## src/include/tcm_consts.vh

```
// constants for the channel 3/4 mode configuration block
// assumes a 32-bit apb bus with byte addresses
`ifndef TCM_CONSTS_VH
`define TCM_CONSTS_VH
`define TCM_ADDR_W 8
`define TCM_OFS_MODE 8'h1C
`define TCM_OFS_ENABLE 8'h20
`define TCM_OFS_CAP3 8'h3C
`define TCM_OFS_CAP4 8'h40
`define TCM_MODE_RESET 16'h0000
`define TCM_ENABLE_RESET 16'h0000
`define TCM_ENABLE_MASK 16'h3300
`define TCM_CH3_SEL_LSB 0
`define TCM_CH3_FAST 2
`define TCM_CH3_PRELOAD 3
`define TCM_CH3_MODE_LSB 4
`define TCM_CH3_CLEAR 7
`define TCM_CH3_PSC_LSB 2
`define TCM_CH3_FILT_LSB 4
`define TCM_CH4_SEL_LSB 8
`define TCM_CH4_FAST 10
`define TCM_CH4_PRELOAD 11
`define TCM_CH4_MODE_LSB 12
`define TCM_CH4_CLEAR 15
`define TCM_CH4_PSC_LSB 10
`define TCM_CH4_FILT_LSB 12
`define TCM_CH3_EN_BIT 8
`define TCM_CH4_EN_BIT 12
`define TCM_SEL_OUTPUT 2'h0
`define TCM_SEL_OWN_PIN 2'h1
`define TCM_SEL_NEIGHBOUR 2'h2
`define TCM_SEL_TRIGGER 2'h3
`endif

```

## src/design/tcm_capture_path.v

```verilog
// one input-capture path: source select, filter, prescaler, capture
// assumes pins and trigger are synchronous to clk, rst_n already synced
`timescale 1ns/1ps
`include "tcm_consts.vh"
module tcm_capture_path #(
  parameter CNT_W = 16
) (
  clk,
  rst_n,
  pin_own,
  pin_neighbour,
  internal_trigger_source,
  direction_select,
  input_filter,
  capture_prescaler,
  enable_bit,
  counter_value,
  capture_value,
  capture_event
);
  input wire clk;
  input wire rst_n;
  input wire pin_own;
  input wire pin_neighbour;
  input wire internal_trigger_source;
  input wire [1:0] direction_select;
  input wire [3:0] input_filter;
  input wire [1:0] capture_prescaler;
  input wire enable_bit;
  input wire [CNT_W-1:0] counter_value;
  output reg [CNT_W-1:0] capture_value;
  output reg capture_event;

  reg [4:0] div_m1;
  reg [2:0] n_m1;
  reg src;
  reg [4:0] div_cnt;
  reg [2:0] eq_cnt;
  reg filt_level;
  reg filt_prev;
  reg [2:0] psc_cnt;
  wire is_input;
  wire tick;
  wire edge_seen;
  wire [2:0] psc_top;

  // filter table: sampling divider minus one, sample count minus one
  always @* begin
    case (input_filter)
      4'h1: {div_m1, n_m1} = {5'h00, 3'h1};
      4'h2: {div_m1, n_m1} = {5'h00, 3'h3};
      4'h3: {div_m1, n_m1} = {5'h00, 3'h7};
      4'h4: {div_m1, n_m1} = {5'h01, 3'h5};
      4'h5: {div_m1, n_m1} = {5'h01, 3'h7};
      4'h6: {div_m1, n_m1} = {5'h03, 3'h5};
      4'h7: {div_m1, n_m1} = {5'h03, 3'h7};
      4'h8: {div_m1, n_m1} = {5'h07, 3'h5};
      4'h9: {div_m1, n_m1} = {5'h07, 3'h7};
      4'hA: {div_m1, n_m1} = {5'h0F, 3'h4};
      4'hB: {div_m1, n_m1} = {5'h0F, 3'h5};
      4'hC: {div_m1, n_m1} = {5'h0F, 3'h7};
      4'hD: {div_m1, n_m1} = {5'h1F, 3'h4};
      4'hE: {div_m1, n_m1} = {5'h1F, 3'h5};
      4'hF: {div_m1, n_m1} = {5'h1F, 3'h7};
      default: {div_m1, n_m1} = {5'h00, 3'h0};
    endcase
  end

  always @* begin
    case (direction_select)
      `TCM_SEL_OWN_PIN: src = pin_own;
      `TCM_SEL_NEIGHBOUR: src = pin_neighbour;
      `TCM_SEL_TRIGGER: src = internal_trigger_source;
      default: src = 1'b0;
    endcase
  end

  assign is_input = (direction_select != `TCM_SEL_OUTPUT);
  assign tick = (div_cnt == div_m1);
  assign edge_seen = filt_level & ~filt_prev;
  // code 11 shifts out of three bits and wraps to seven on purpose
  assign psc_top = (3'h1 << capture_prescaler) - 3'h1;

  always @(posedge clk or negedge rst_n) begin
    if (!rst_n) begin
      div_cnt <= 5'h00;
      eq_cnt <= 3'h0;
      filt_level <= 1'b0;
      filt_prev <= 1'b0;
      psc_cnt <= 3'h0;
      capture_value <= {CNT_W{1'b0}};
      capture_event <= 1'b0;
    end else begin
      div_cnt <= tick ? 5'h00 : div_cnt + 5'h01;
      filt_prev <= filt_level;
      capture_event <= 1'b0;
      if (input_filter == 4'h0) begin
        filt_level <= src;
        eq_cnt <= 3'h0;
      end else if (tick) begin
        // a level is taken only after n equal samples in a row
        if (src == filt_level)
          eq_cnt <= 3'h0;
        else if (eq_cnt == n_m1) begin
          filt_level <= src;
          eq_cnt <= 3'h0;
        end else
          eq_cnt <= eq_cnt + 3'h1;
      end
      if (!is_input || !enable_bit)
        psc_cnt <= 3'h0;
      else if (edge_seen) begin
        if (psc_cnt >= psc_top) begin
          psc_cnt <= 3'h0;
          capture_value <= counter_value;
          capture_event <= 1'b1;
        end else
          psc_cnt <= psc_cnt + 3'h1;
      end
    end
  end
endmodule

```

## src/design/tcm_top.v

```verilog
// channel 3/4 capture/compare mode configuration with apb registers
// assumes an external counter, compare logic and trigger sources on clk
//
// Operation
// - channel 4 output layout: bit10 fast, bit11 preload, 14:12 mode, 15 clear
// - channel 4 direction 9:8: output, pin four, pin three, internal trigger
// - channel 3 direction 1:0: output, pin three, pin four, internal trigger
// - direction field writable only while that channel's enable bit is zero
// - channel 3 prescaler 3:2 captures once per 1, 2, 4 or 8 events
// - input layout: ch3 filter 7:4, ch4 prescaler 11:10, ch4 filter 15:12
// - filter code 0000 bypasses; others pick divider and equal-sample count
// - clear enable forces output reference low while external trigger high
// - fast enable shortens trigger-to-compare-output delay
// - input channel captures counter only while its enable bit is set
//
// The address map and the APB interface to the registers were left to the implementer.
`timescale 1ns/1ps
`include "tcm_consts.vh"
module tcm_top #(
  parameter CNT_W = 16
) (
  clk,
  rst_n,
  psel,
  penable,
  pwrite,
  paddr,
  pwdata,
  prdata,
  pready,
  pslverr,
  timer_input_pin_three,
  timer_input_pin_four,
  internal_trigger_source,
  filtered_external_trigger,
  trigger_event,
  counter_value,
  ch3_compare_ref_raw,
  ch4_compare_ref_raw,
  ch3_output_reference,
  ch4_output_reference,
  ch3_compare_act,
  ch4_compare_act,
  ch3_preload_enable,
  ch4_preload_enable,
  ch3_compare_mode,
  ch4_compare_mode,
  ch3_output_enable,
  ch4_output_enable,
  ch3_capture_event,
  ch4_capture_event
);
  input wire clk;
  input wire rst_n;
  input wire psel;
  input wire penable;
  input wire pwrite;
  input wire [`TCM_ADDR_W-1:0] paddr;
  input wire [31:0] pwdata;
  output reg [31:0] prdata;
  output wire pready;
  output wire pslverr;
  input wire timer_input_pin_three;
  input wire timer_input_pin_four;
  input wire internal_trigger_source;
  input wire filtered_external_trigger;
  input wire trigger_event;
  input wire [CNT_W-1:0] counter_value;
  input wire ch3_compare_ref_raw;
  input wire ch4_compare_ref_raw;
  output reg ch3_output_reference;
  output reg ch4_output_reference;
  output reg ch3_compare_act;
  output reg ch4_compare_act;
  output wire ch3_preload_enable;
  output wire ch4_preload_enable;
  output wire [2:0] ch3_compare_mode;
  output wire [2:0] ch4_compare_mode;
  output wire ch3_output_enable;
  output wire ch4_output_enable;
  output wire ch3_capture_event;
  output wire ch4_capture_event;

  reg rst_meta;
  reg rst_sync_n;
  reg [15:0] mode_reg;
  reg [15:0] enable_reg;
  reg trigger_d;
  reg [15:0] next_mode;
  reg [31:0] next_rdata;
  wire [CNT_W-1:0] cap_val [0:1];
  wire [1:0] cap_evt;
  wire access;
  wire wr;
  wire hit;
  wire [1:0] ch3_direction_select;
  wire [1:0] ch4_direction_select;
  wire ch3_enable_bit;
  wire ch4_enable_bit;
  wire ch3_fast_enable;
  wire ch4_fast_enable;
  wire ch3_ref_clear_enable;
  wire ch4_ref_clear_enable;
  wire [1:0] ch3_capture_prescaler;
  wire [1:0] ch4_capture_prescaler;
  wire [3:0] ch3_input_filter;
  wire [3:0] ch4_input_filter;

  // async assert, clocked release
  always @(posedge clk or negedge rst_n) begin
    if (!rst_n) begin
      rst_meta <= 1'b0;
      rst_sync_n <= 1'b0;
    end else begin
      rst_meta <= 1'b1;
      rst_sync_n <= rst_meta;
    end
  end

  // the same sixteen bits give both layouts; direction picks the meaning
  assign ch3_direction_select = mode_reg[`TCM_CH3_SEL_LSB+1:`TCM_CH3_SEL_LSB];
  assign ch4_direction_select = mode_reg[`TCM_CH4_SEL_LSB+1:`TCM_CH4_SEL_LSB];
  assign ch3_fast_enable = mode_reg[`TCM_CH3_FAST];
  assign ch3_preload_enable = mode_reg[`TCM_CH3_PRELOAD];
  assign ch3_compare_mode = mode_reg[`TCM_CH3_MODE_LSB+2:`TCM_CH3_MODE_LSB];
  assign ch3_ref_clear_enable = mode_reg[`TCM_CH3_CLEAR];
  assign ch4_fast_enable = mode_reg[`TCM_CH4_FAST];
  assign ch4_preload_enable = mode_reg[`TCM_CH4_PRELOAD];
  assign ch4_compare_mode = mode_reg[`TCM_CH4_MODE_LSB+2:`TCM_CH4_MODE_LSB];
  assign ch4_ref_clear_enable = mode_reg[`TCM_CH4_CLEAR];
  assign ch3_capture_prescaler = mode_reg[`TCM_CH3_PSC_LSB+1:`TCM_CH3_PSC_LSB];
  assign ch3_input_filter = mode_reg[`TCM_CH3_FILT_LSB+3:`TCM_CH3_FILT_LSB];
  assign ch4_capture_prescaler = mode_reg[`TCM_CH4_PSC_LSB+1:`TCM_CH4_PSC_LSB];
  assign ch4_input_filter = mode_reg[`TCM_CH4_FILT_LSB+3:`TCM_CH4_FILT_LSB];
  assign ch3_enable_bit = enable_reg[`TCM_CH3_EN_BIT];
  assign ch4_enable_bit = enable_reg[`TCM_CH4_EN_BIT];
  assign ch3_output_enable = ch3_enable_bit &
                             (ch3_direction_select == `TCM_SEL_OUTPUT);
  assign ch4_output_enable = ch4_enable_bit &
                             (ch4_direction_select == `TCM_SEL_OUTPUT);

  // apb slave: zero wait states, error on unmapped address
  assign access = psel & penable;
  assign pready = 1'b1;
  assign hit = (paddr == `TCM_OFS_MODE) | (paddr == `TCM_OFS_ENABLE) |
               (paddr == `TCM_OFS_CAP3) | (paddr == `TCM_OFS_CAP4);
  assign pslverr = access & ~hit;
  assign wr = access & pwrite;

  always @* begin
    next_rdata = 32'h00000000;
    case (paddr)
      `TCM_OFS_MODE: next_rdata[15:0] = mode_reg;
      `TCM_OFS_ENABLE: next_rdata[15:0] = enable_reg;
      `TCM_OFS_CAP3: next_rdata[CNT_W-1:0] = cap_val[0];
      `TCM_OFS_CAP4: next_rdata[CNT_W-1:0] = cap_val[1];
      default: next_rdata = 32'h00000000;
    endcase
  end

  // read data taken in the setup cycle so it stands through the access
  always @(posedge clk or negedge rst_sync_n) begin
    if (!rst_sync_n) begin
      prdata <= 32'h00000000;
    end else if (psel & ~penable) begin
      prdata <= next_rdata;
    end
  end

  // direction bits keep their value while the channel is running
  always @* begin
    next_mode = pwdata[15:0];
    if (ch3_enable_bit)
      next_mode[`TCM_CH3_SEL_LSB+1:`TCM_CH3_SEL_LSB] =
        ch3_direction_select;
    if (ch4_enable_bit)
      next_mode[`TCM_CH4_SEL_LSB+1:`TCM_CH4_SEL_LSB] =
        ch4_direction_select;
  end

  always @(posedge clk or negedge rst_sync_n) begin
    if (!rst_sync_n) begin
      mode_reg <= `TCM_MODE_RESET;
      enable_reg <= `TCM_ENABLE_RESET;
    end else if (wr) begin
      if (paddr == `TCM_OFS_MODE)
        mode_reg <= next_mode;
      if (paddr == `TCM_OFS_ENABLE)
        enable_reg <= pwdata[15:0] & `TCM_ENABLE_MASK;
    end
  end

  // output reference and trigger response, both channels
  always @(posedge clk or negedge rst_sync_n) begin
    if (!rst_sync_n) begin
      trigger_d <= 1'b0;
      ch3_output_reference <= 1'b0;
      ch4_output_reference <= 1'b0;
      ch3_compare_act <= 1'b0;
      ch4_compare_act <= 1'b0;
    end else begin
      trigger_d <= trigger_event;
      ch3_output_reference <= ch3_compare_ref_raw &
        ~(ch3_ref_clear_enable & filtered_external_trigger);
      ch4_output_reference <= ch4_compare_ref_raw &
        ~(ch4_ref_clear_enable & filtered_external_trigger);
      // fast path skips one register stage of trigger latency
      ch3_compare_act <= ch3_fast_enable ? trigger_event : trigger_d;
      ch4_compare_act <= ch4_fast_enable ? trigger_event : trigger_d;
    end
  end

  genvar gi;
  generate
    for (gi = 0; gi < 2; gi = gi + 1) begin : g_ch
      // channel 3 owns pin three, channel 4 owns pin four
      tcm_capture_path #(
        .CNT_W(CNT_W)
      ) u_path (
        .clk(clk),
        .rst_n(rst_sync_n),
        .pin_own(gi == 0 ? timer_input_pin_three
                         : timer_input_pin_four),
        .pin_neighbour(gi == 0 ? timer_input_pin_four
                               : timer_input_pin_three),
        .internal_trigger_source(internal_trigger_source),
        .direction_select(gi == 0 ? ch3_direction_select
                                  : ch4_direction_select),
        .input_filter(gi == 0 ? ch3_input_filter : ch4_input_filter),
        .capture_prescaler(gi == 0 ? ch3_capture_prescaler
                                   : ch4_capture_prescaler),
        .enable_bit(gi == 0 ? ch3_enable_bit : ch4_enable_bit),
        .counter_value(counter_value),
        .capture_value(cap_val[gi]),
        .capture_event(cap_evt[gi])
      );
    end
  endgenerate

  assign ch3_capture_event = cap_evt[0];
  assign ch4_capture_event = cap_evt[1];
endmodule

```

## config.mk

```make
export PLATFORM = sky130hd
export DESIGN_NAME = tcm_top
export DESIGN_NICKNAME = d
export VERILOG_FILES = /design/src/design/tcm_capture_path.v /design/src/design/tcm_top.v
export VERILOG_INCLUDE_DIRS = /design/src /design/src/include
export SDC_FILE = /design/constraint.sdc
export NUM_CORES = 1
export LEC_CHECK = 0
export ABC_AREA = 1
export ABC_CLOCK_PERIOD_IN_PS = 5700
export BUFFER_PORTS_ARGS = -buffer_cell sky130_fd_sc_hd__buf_2
export CAP_MARGIN = 20
export CORE_UTILIZATION = 59
export DETAILED_ROUTE_END_ITERATION = 8
export GPL_ROUTABILITY_DRIVEN = 0
export GPL_TIMING_DRIVEN = 0
export PLACE_DENSITY = 0.82
export SLEW_MARGIN = 20
export SYNTH_ARGS = -nofsm -noshare
export SYNTH_HDL_FRONTEND = slang
export SYNTH_SLANG_ARGS = --single-unit
export TNS_END_PERCENT = 5
```

## constraint.sdc

```tcl
create_clock -name clk -period 5.7 [get_ports clk]
set_input_delay 0.855 -clock clk [delete_from_list [all_inputs] [get_ports clk]]
set_output_delay 0.855 -clock clk [all_outputs]
set_load 0.01 [all_outputs]
```

# Word level (Yosys, flattened, before mapping)
# Memory sizes are Yosys's and may differ from the RTL's.
# Index checks and enable logic that the tools add are counted.
[word_totals]
word_cells = 144
out_inout_bits = 50
regBits = 103
rom_bits = 256
inputBits = 68
memories = 2
[mem_list]
columns = ["name", "depth", "width", "read_ports", "rd_ports_with_merged_regs", "wr", "line", "text"]
rows = [
  ["(no name shown)", 16, 8, 1, 0, 0, "tcm_capture_path.v:49", "case (input_filter)"],
  ["(no name shown)", 16, 8, 1, 0, 0, "tcm_capture_path.v:49", ""],
]
[op_classes]
bitwise_logic = 25
n_addsub = 8
n_reduce_logical = 26
muxes = 35
order_cmp = 2
n_shift = 2
eq_ne = 18
[ops]
columns = ["op", "count"]
rows = [
  ["$pmux W16 S4", 1],
  ["$mux W3", 14],
  ["$reduce_and A3 Y1", 6],
  ["$eq A8 B6 Y1 const B", 2],
  ["$mux W1", 16],
  ["$reduce_bool A2 Y1", 8],
  ["$add A3 B1 Y3 const B", 4],
  ["$and A1 B1 Y1", 12],
  ["$add A5 B1 Y5 const B", 2],
  ["$eq A5 B5 Y1", 2],
  ["$mux W5", 2],
  ["$not A1 Y1", 10],
  ["$eq A2 B2 Y1 const B", 4],
  ["$eq A8 B5 Y1 const B", 1],
  ["$eq A8 B7 Y1 const B", 1],
  ["$logic_not A4 Y1", 2],
  ["$eq A3 B3 Y1", 2],
  ["$ge A3 B3 Y1", 2],
  ["$pmux W1 S3", 2],
  ["$shl A1 B2 Y3 const A", 2],
  ["$sub A3 B1 Y3 const B", 2],
  ["$eq A2 B1 Y1 const B", 2],
  ["$logic_not A1 Y1", 4],
  ["$logic_not A2 Y1", 2],
  ["other kinds (5)", 11],
]

# Depth between registers and ports, before layout
[depth]
word_depth = 6
depth_mapped = 12
ltp_nobuf = 12

# By module
# A second synthesis with hierarchy kept.
[hier_totals]
hier_cells = 766
hier_area_um2 = 5924.4
[by_module_without_submodules]
columns = ["module", "area_each_um2", "seq_area_each_um2", "instances", "cells_each"]
rows = [
  ["tcm_top", 2438.6, 1076.0, 1, 305],
  ["tcm_capture_path at g_ch[1].u_path", 1749.2, 750.7, 1, 233],
  ["tcm_capture_path at g_ch[0].u_path", 1736.7, 750.7, 1, 228],
]

# Least setup slack after synthesis
# OpenSTA, ideal clock, no wires.
[synth_path]
path_kind = "input -> output"
startpoint = "input paddr[0]"
endpoint = "output pslverr"
path_buffers = 1
required_ns = 4.845
stages = 6
arrival_ns = 1.682
setup_slack_ns = 3.163
path_cell_list = "inv_1 nand2_1 nor3_4 and2_2 buf_6 nor3_1"
[synth_via]
elab_chain_cells = 6
elab_cells_between_ends = 9
cone_classes = "eq/ne (4); bitwise (5)"
[synth_rtl]
columns = ["item", "line", "text"]
rows = [
  ["from (decl)", "tcm_top.v:58", "input wire [`TCM_ADDR_W-1:0] paddr;"],
  ["$eq A8 B5 Y1 or $eq A8 B6 Y1 (tied branches)", "n/a", ""],
  ["$or A1 B1 Y1 (2 in a row)", "tcm_top.v:145", "assign hit = (paddr == `TCM_OFS_MODE) | (paddr == `TCM_OFS_ENABLE) |"],
  ["$or A1 B1 Y1 *", "tcm_top.v:145", ""],
  ["$not A1 Y1 *", "tcm_top.v:147", "assign pslverr = access & ~hit;"],
  ["$and A1 B1 Y1 *", "tcm_top.v:147", ""],
  ["to (decl)", "tcm_top.v:62", "output wire pslverr;"],
]
# Mark *: on every way between the ends. The rest lies on a longest branch, timed or not.

# Worst setup path after layout
[layout_path]
startpoint = "input paddr[5]"
endpoint = "output pslverr"
# Same word-level chain as after synthesis.

==> flow_metrics.py <==
metrics = {
    "global_route": {
        "grt_pass1_wl_mm": 21.43,
        "met3_usage_pct": 4.568,
        "track_usage_pct": 27.46,
        "grt_max_degree": 46,
        "grt.busiest_layer": "met2",
        "use_met1_pct": 35.89,
        "grt_overflow_total": 0,
        "grtUsageMet2_pct": 47.28,
        "first_global_vias": 4682,
        "antenna_found_initial": 0,
    },
    "finish": {
        "layout-drive-gt1-share_pct": 20.24,
        "area_growth_pct": 15.71,
        "antennaDiodeCount": 0,
        "largest_reg_flops": 32,
        "final_util_pct": 70.35,
        "nFillCells": 771,
        "nets": 922,
    },
    "critical_path": {
        "r2r_slack_ns": 3.70,
        "crit_path_max_fanout": 10,
        "reg2reg_from": "mode_reg[2]$_DFFE_PN0P_",
        "endpoint": "pslverr",
        "cp.arrival_ns": 1.95,
        "reg2reg_to": "g_ch[0].u_path.capture_value[2]$_DFFE_PN0P_",
        "critPathRequiredTime_ns": 4.85,
        "startpoint": "paddr[5]",
        "reg2regPathDepth": 8,
        "worstSetupPathType": "in -> out",
        "critPathLaunchType": "input port",
        "cp-end-kind": "primary output",
    },
    "sta": {
        "slew_violations": 0,
        "fin_crit_ns": 2.803,
        "fmax_ghz": 0.3567,
        "skew_ns": 0.01268,
        "period_share_pct": 49.18,
        "slew_headroom_pct": 61.37,
        "setup_viol": 0,
        "hold_violations": 0,
        "whs_ns": 0.2253,
        "tightest_slew_ns": 0.5795,
        "finalWorstSetupSlack_ns": 2.897,
        "tns_ns": 0,
        "rsz0062_at_grt": "false",
    },
    "clocking": {
        "cts_resized": 0,
        "hold_buffers": 0,
        "cts_tree": "built",
        "clkSinkCount": 103,
        "cts_setup_buffers": 0,
        "clk_path_buf_depth": 2,
        "clkLatencyLatePin_ns": 0.38,
        "cts.root.buffer_cell": "clkbuf_8",
        "cts.clk_slew.worst_paths_ns": 0.11,
        "ctsHtreeMaxLevel": 3,
        "cts_buffers": 9,
    },
    "logic_synthesis": {
        "yosysTopAreaCellShare_pct": 46.10,
        "yosys-top-cells-count": "nand2_1, dfrtp_1, inv_1, nand3_1, o21ai_1",
        "yosys-top-cells-area": "dfrtp_1, nand2_1, nand3_1",
        "synth_edf_count": 0,
        "ys_types": 37,
        "synth.most_common_cell": "nand2_1",
        "async_reset_ff_share_pct": 100.0,
        "synth.yosys.seq_area_share_pct": 46.10,
        "syn_inst": 717,
        "synth_area_per_cell_um2": 7.799,
        "mappedNetlistArea_mm2": 0.005592,
        "ys.flop_type": "dfrtp_1",
        "synth_top_area_cell": "dfrtp_1",
        "synth_seq_cells": 103,
        "ys_warn_count": 0,
    },
    "floorplan": {
        "core_area_mm2": 0.009196,
        "num_rows": 35,
        "initial_core_util_pct": 60.80,
        "die_w_um": 99.35,
        "pin_count": 118,
        "die_h_um": 99.35,
        "die_area_mm2": 0.009870,
    },
    "drt": {
        "drt-vias-per-instance": 5.311,
        "wl_per_cell_um": 13.58,
        "drt_iter0_markers": 254,
        "drc": 0,
        "drt_pass1_iterations": 6,
        "via_count": 5024,
        "ant_nets": 0,
        "wl_mm": 12.85,
    },
    "pwr": {
        "power_density_mw_per_mm2": 209.7,
        "ir_drop_uv": 150.4,
        "cellLeakagePower_nw": 3.669,
        "power.total_mw": 1.357,
    },
    "placed_design": {
        "dp_slack_ns": 2.890,
        "port_buffers": 84,
        "dpl.hpwl_mm": 9.825,
    },
    "min_path": {
        "hold_class": "reg -> async",
    },
    "job": {
        "drv_cap": 0,
    },
    "run_status": {
        "status": "finished clean",
    },
}
[cell families (layout without fill, tap and decap cells)]
family,Yosys count,in the layout,share of synthesized area (%)
simple gates,372,372,28.51
buf+inv,124,226,10.47
flops,103,103,46.10
compound gates,85,85,8.324
fa+ha+maj,24,24,5.370
xor+xnor,7,7,1.096
other cells,2,18,0.1343
[metal layers]
metal  part of all wire (%)  vias to the layer above
met1                     43                     2373
met2                     48                      171
met5                      0                        -
li1                       -                     2456
met4                    2.1                        0
met3                    5.9                       24
[stage by stage]
step | area [µm²] | cells
4_1_cts | 6470 | 946
3_3_place_gp | 6211 | 928
5_1_grt | 6470 | 946
6_report | 6470 | 946
2_1_floorplan | 5652 | 733
3_5_place_dp | 6262 | 930
[power breakdown]
| group | switching, mW | total, mW | internal [mW] |
|---|---|---|---|
| logic | 0.0781 | 0.129 | 0.0508 |
| registers | 0.0126 | 0.755 | 0.742 |
| clock network | 0.287 | 0.474 | 0.186 |
| total | 0.378 | 1.36 | 0.979 |
[worst min-delay path by stage]
stage                            endpoint  slack (ns)  cells past startpoint
CTS                  rst_sync_n$_DFF_PN0_        0.22                      1
detailed placement  prdata[7]$_DFFE_PN0P_        0.22                      0
finish              prdata[7]$_DFFE_PN0P_        0.23                      0
global route         rst_sync_n$_DFF_PN0_        0.21                      1
floorplan            rst_sync_n$_DFF_PN0_        0.33                      0
global placement     rst_sync_n$_DFF_PN0_        0.34                      0
[worst max-delay path, stage by stage]
cell	delay (ns)
buf_2	0.13
nor4_4	0.36
and2_2	0.26
buf_6	0.16
nor3_1	0.06
buf_2	0.13
[cell usage in the layout (no fill, tap or decap), drive strengths merged]
cell type  count
xor2           6
a22o           2
clkinv         2
a21oi         11
inv           93
nand2        245
nor2          39
nand3         66
nor4           1
and2           1
a21boi         2
a211oi         2
buf          119
xnor2          1
nand4          5
nor3           6
dfrtp        103
clkbuf        12
conb          18
nand3b         2
o211ai         2
ha            24
or2            7
o21ai         65
o21bai         1
[final cells by class]
class | instances | area, µm² | share of cell area [%]
timing repair buffer | 86 | 467.9 | 7.233
tap | 111 | 138.9 | 2.147
inverter | 89 | 334.1 | 5.163
buffer | 35 | 251.5 | 3.887
clock inverter | 6 | 70.07 | 1.083
clock buffer | 10 | 137.6 | 2.127
sequential | 103 | 2581 | 39.90
multi-input combinational | 506 | 2489 | 38.46
(Power assumes the default switching activity.)
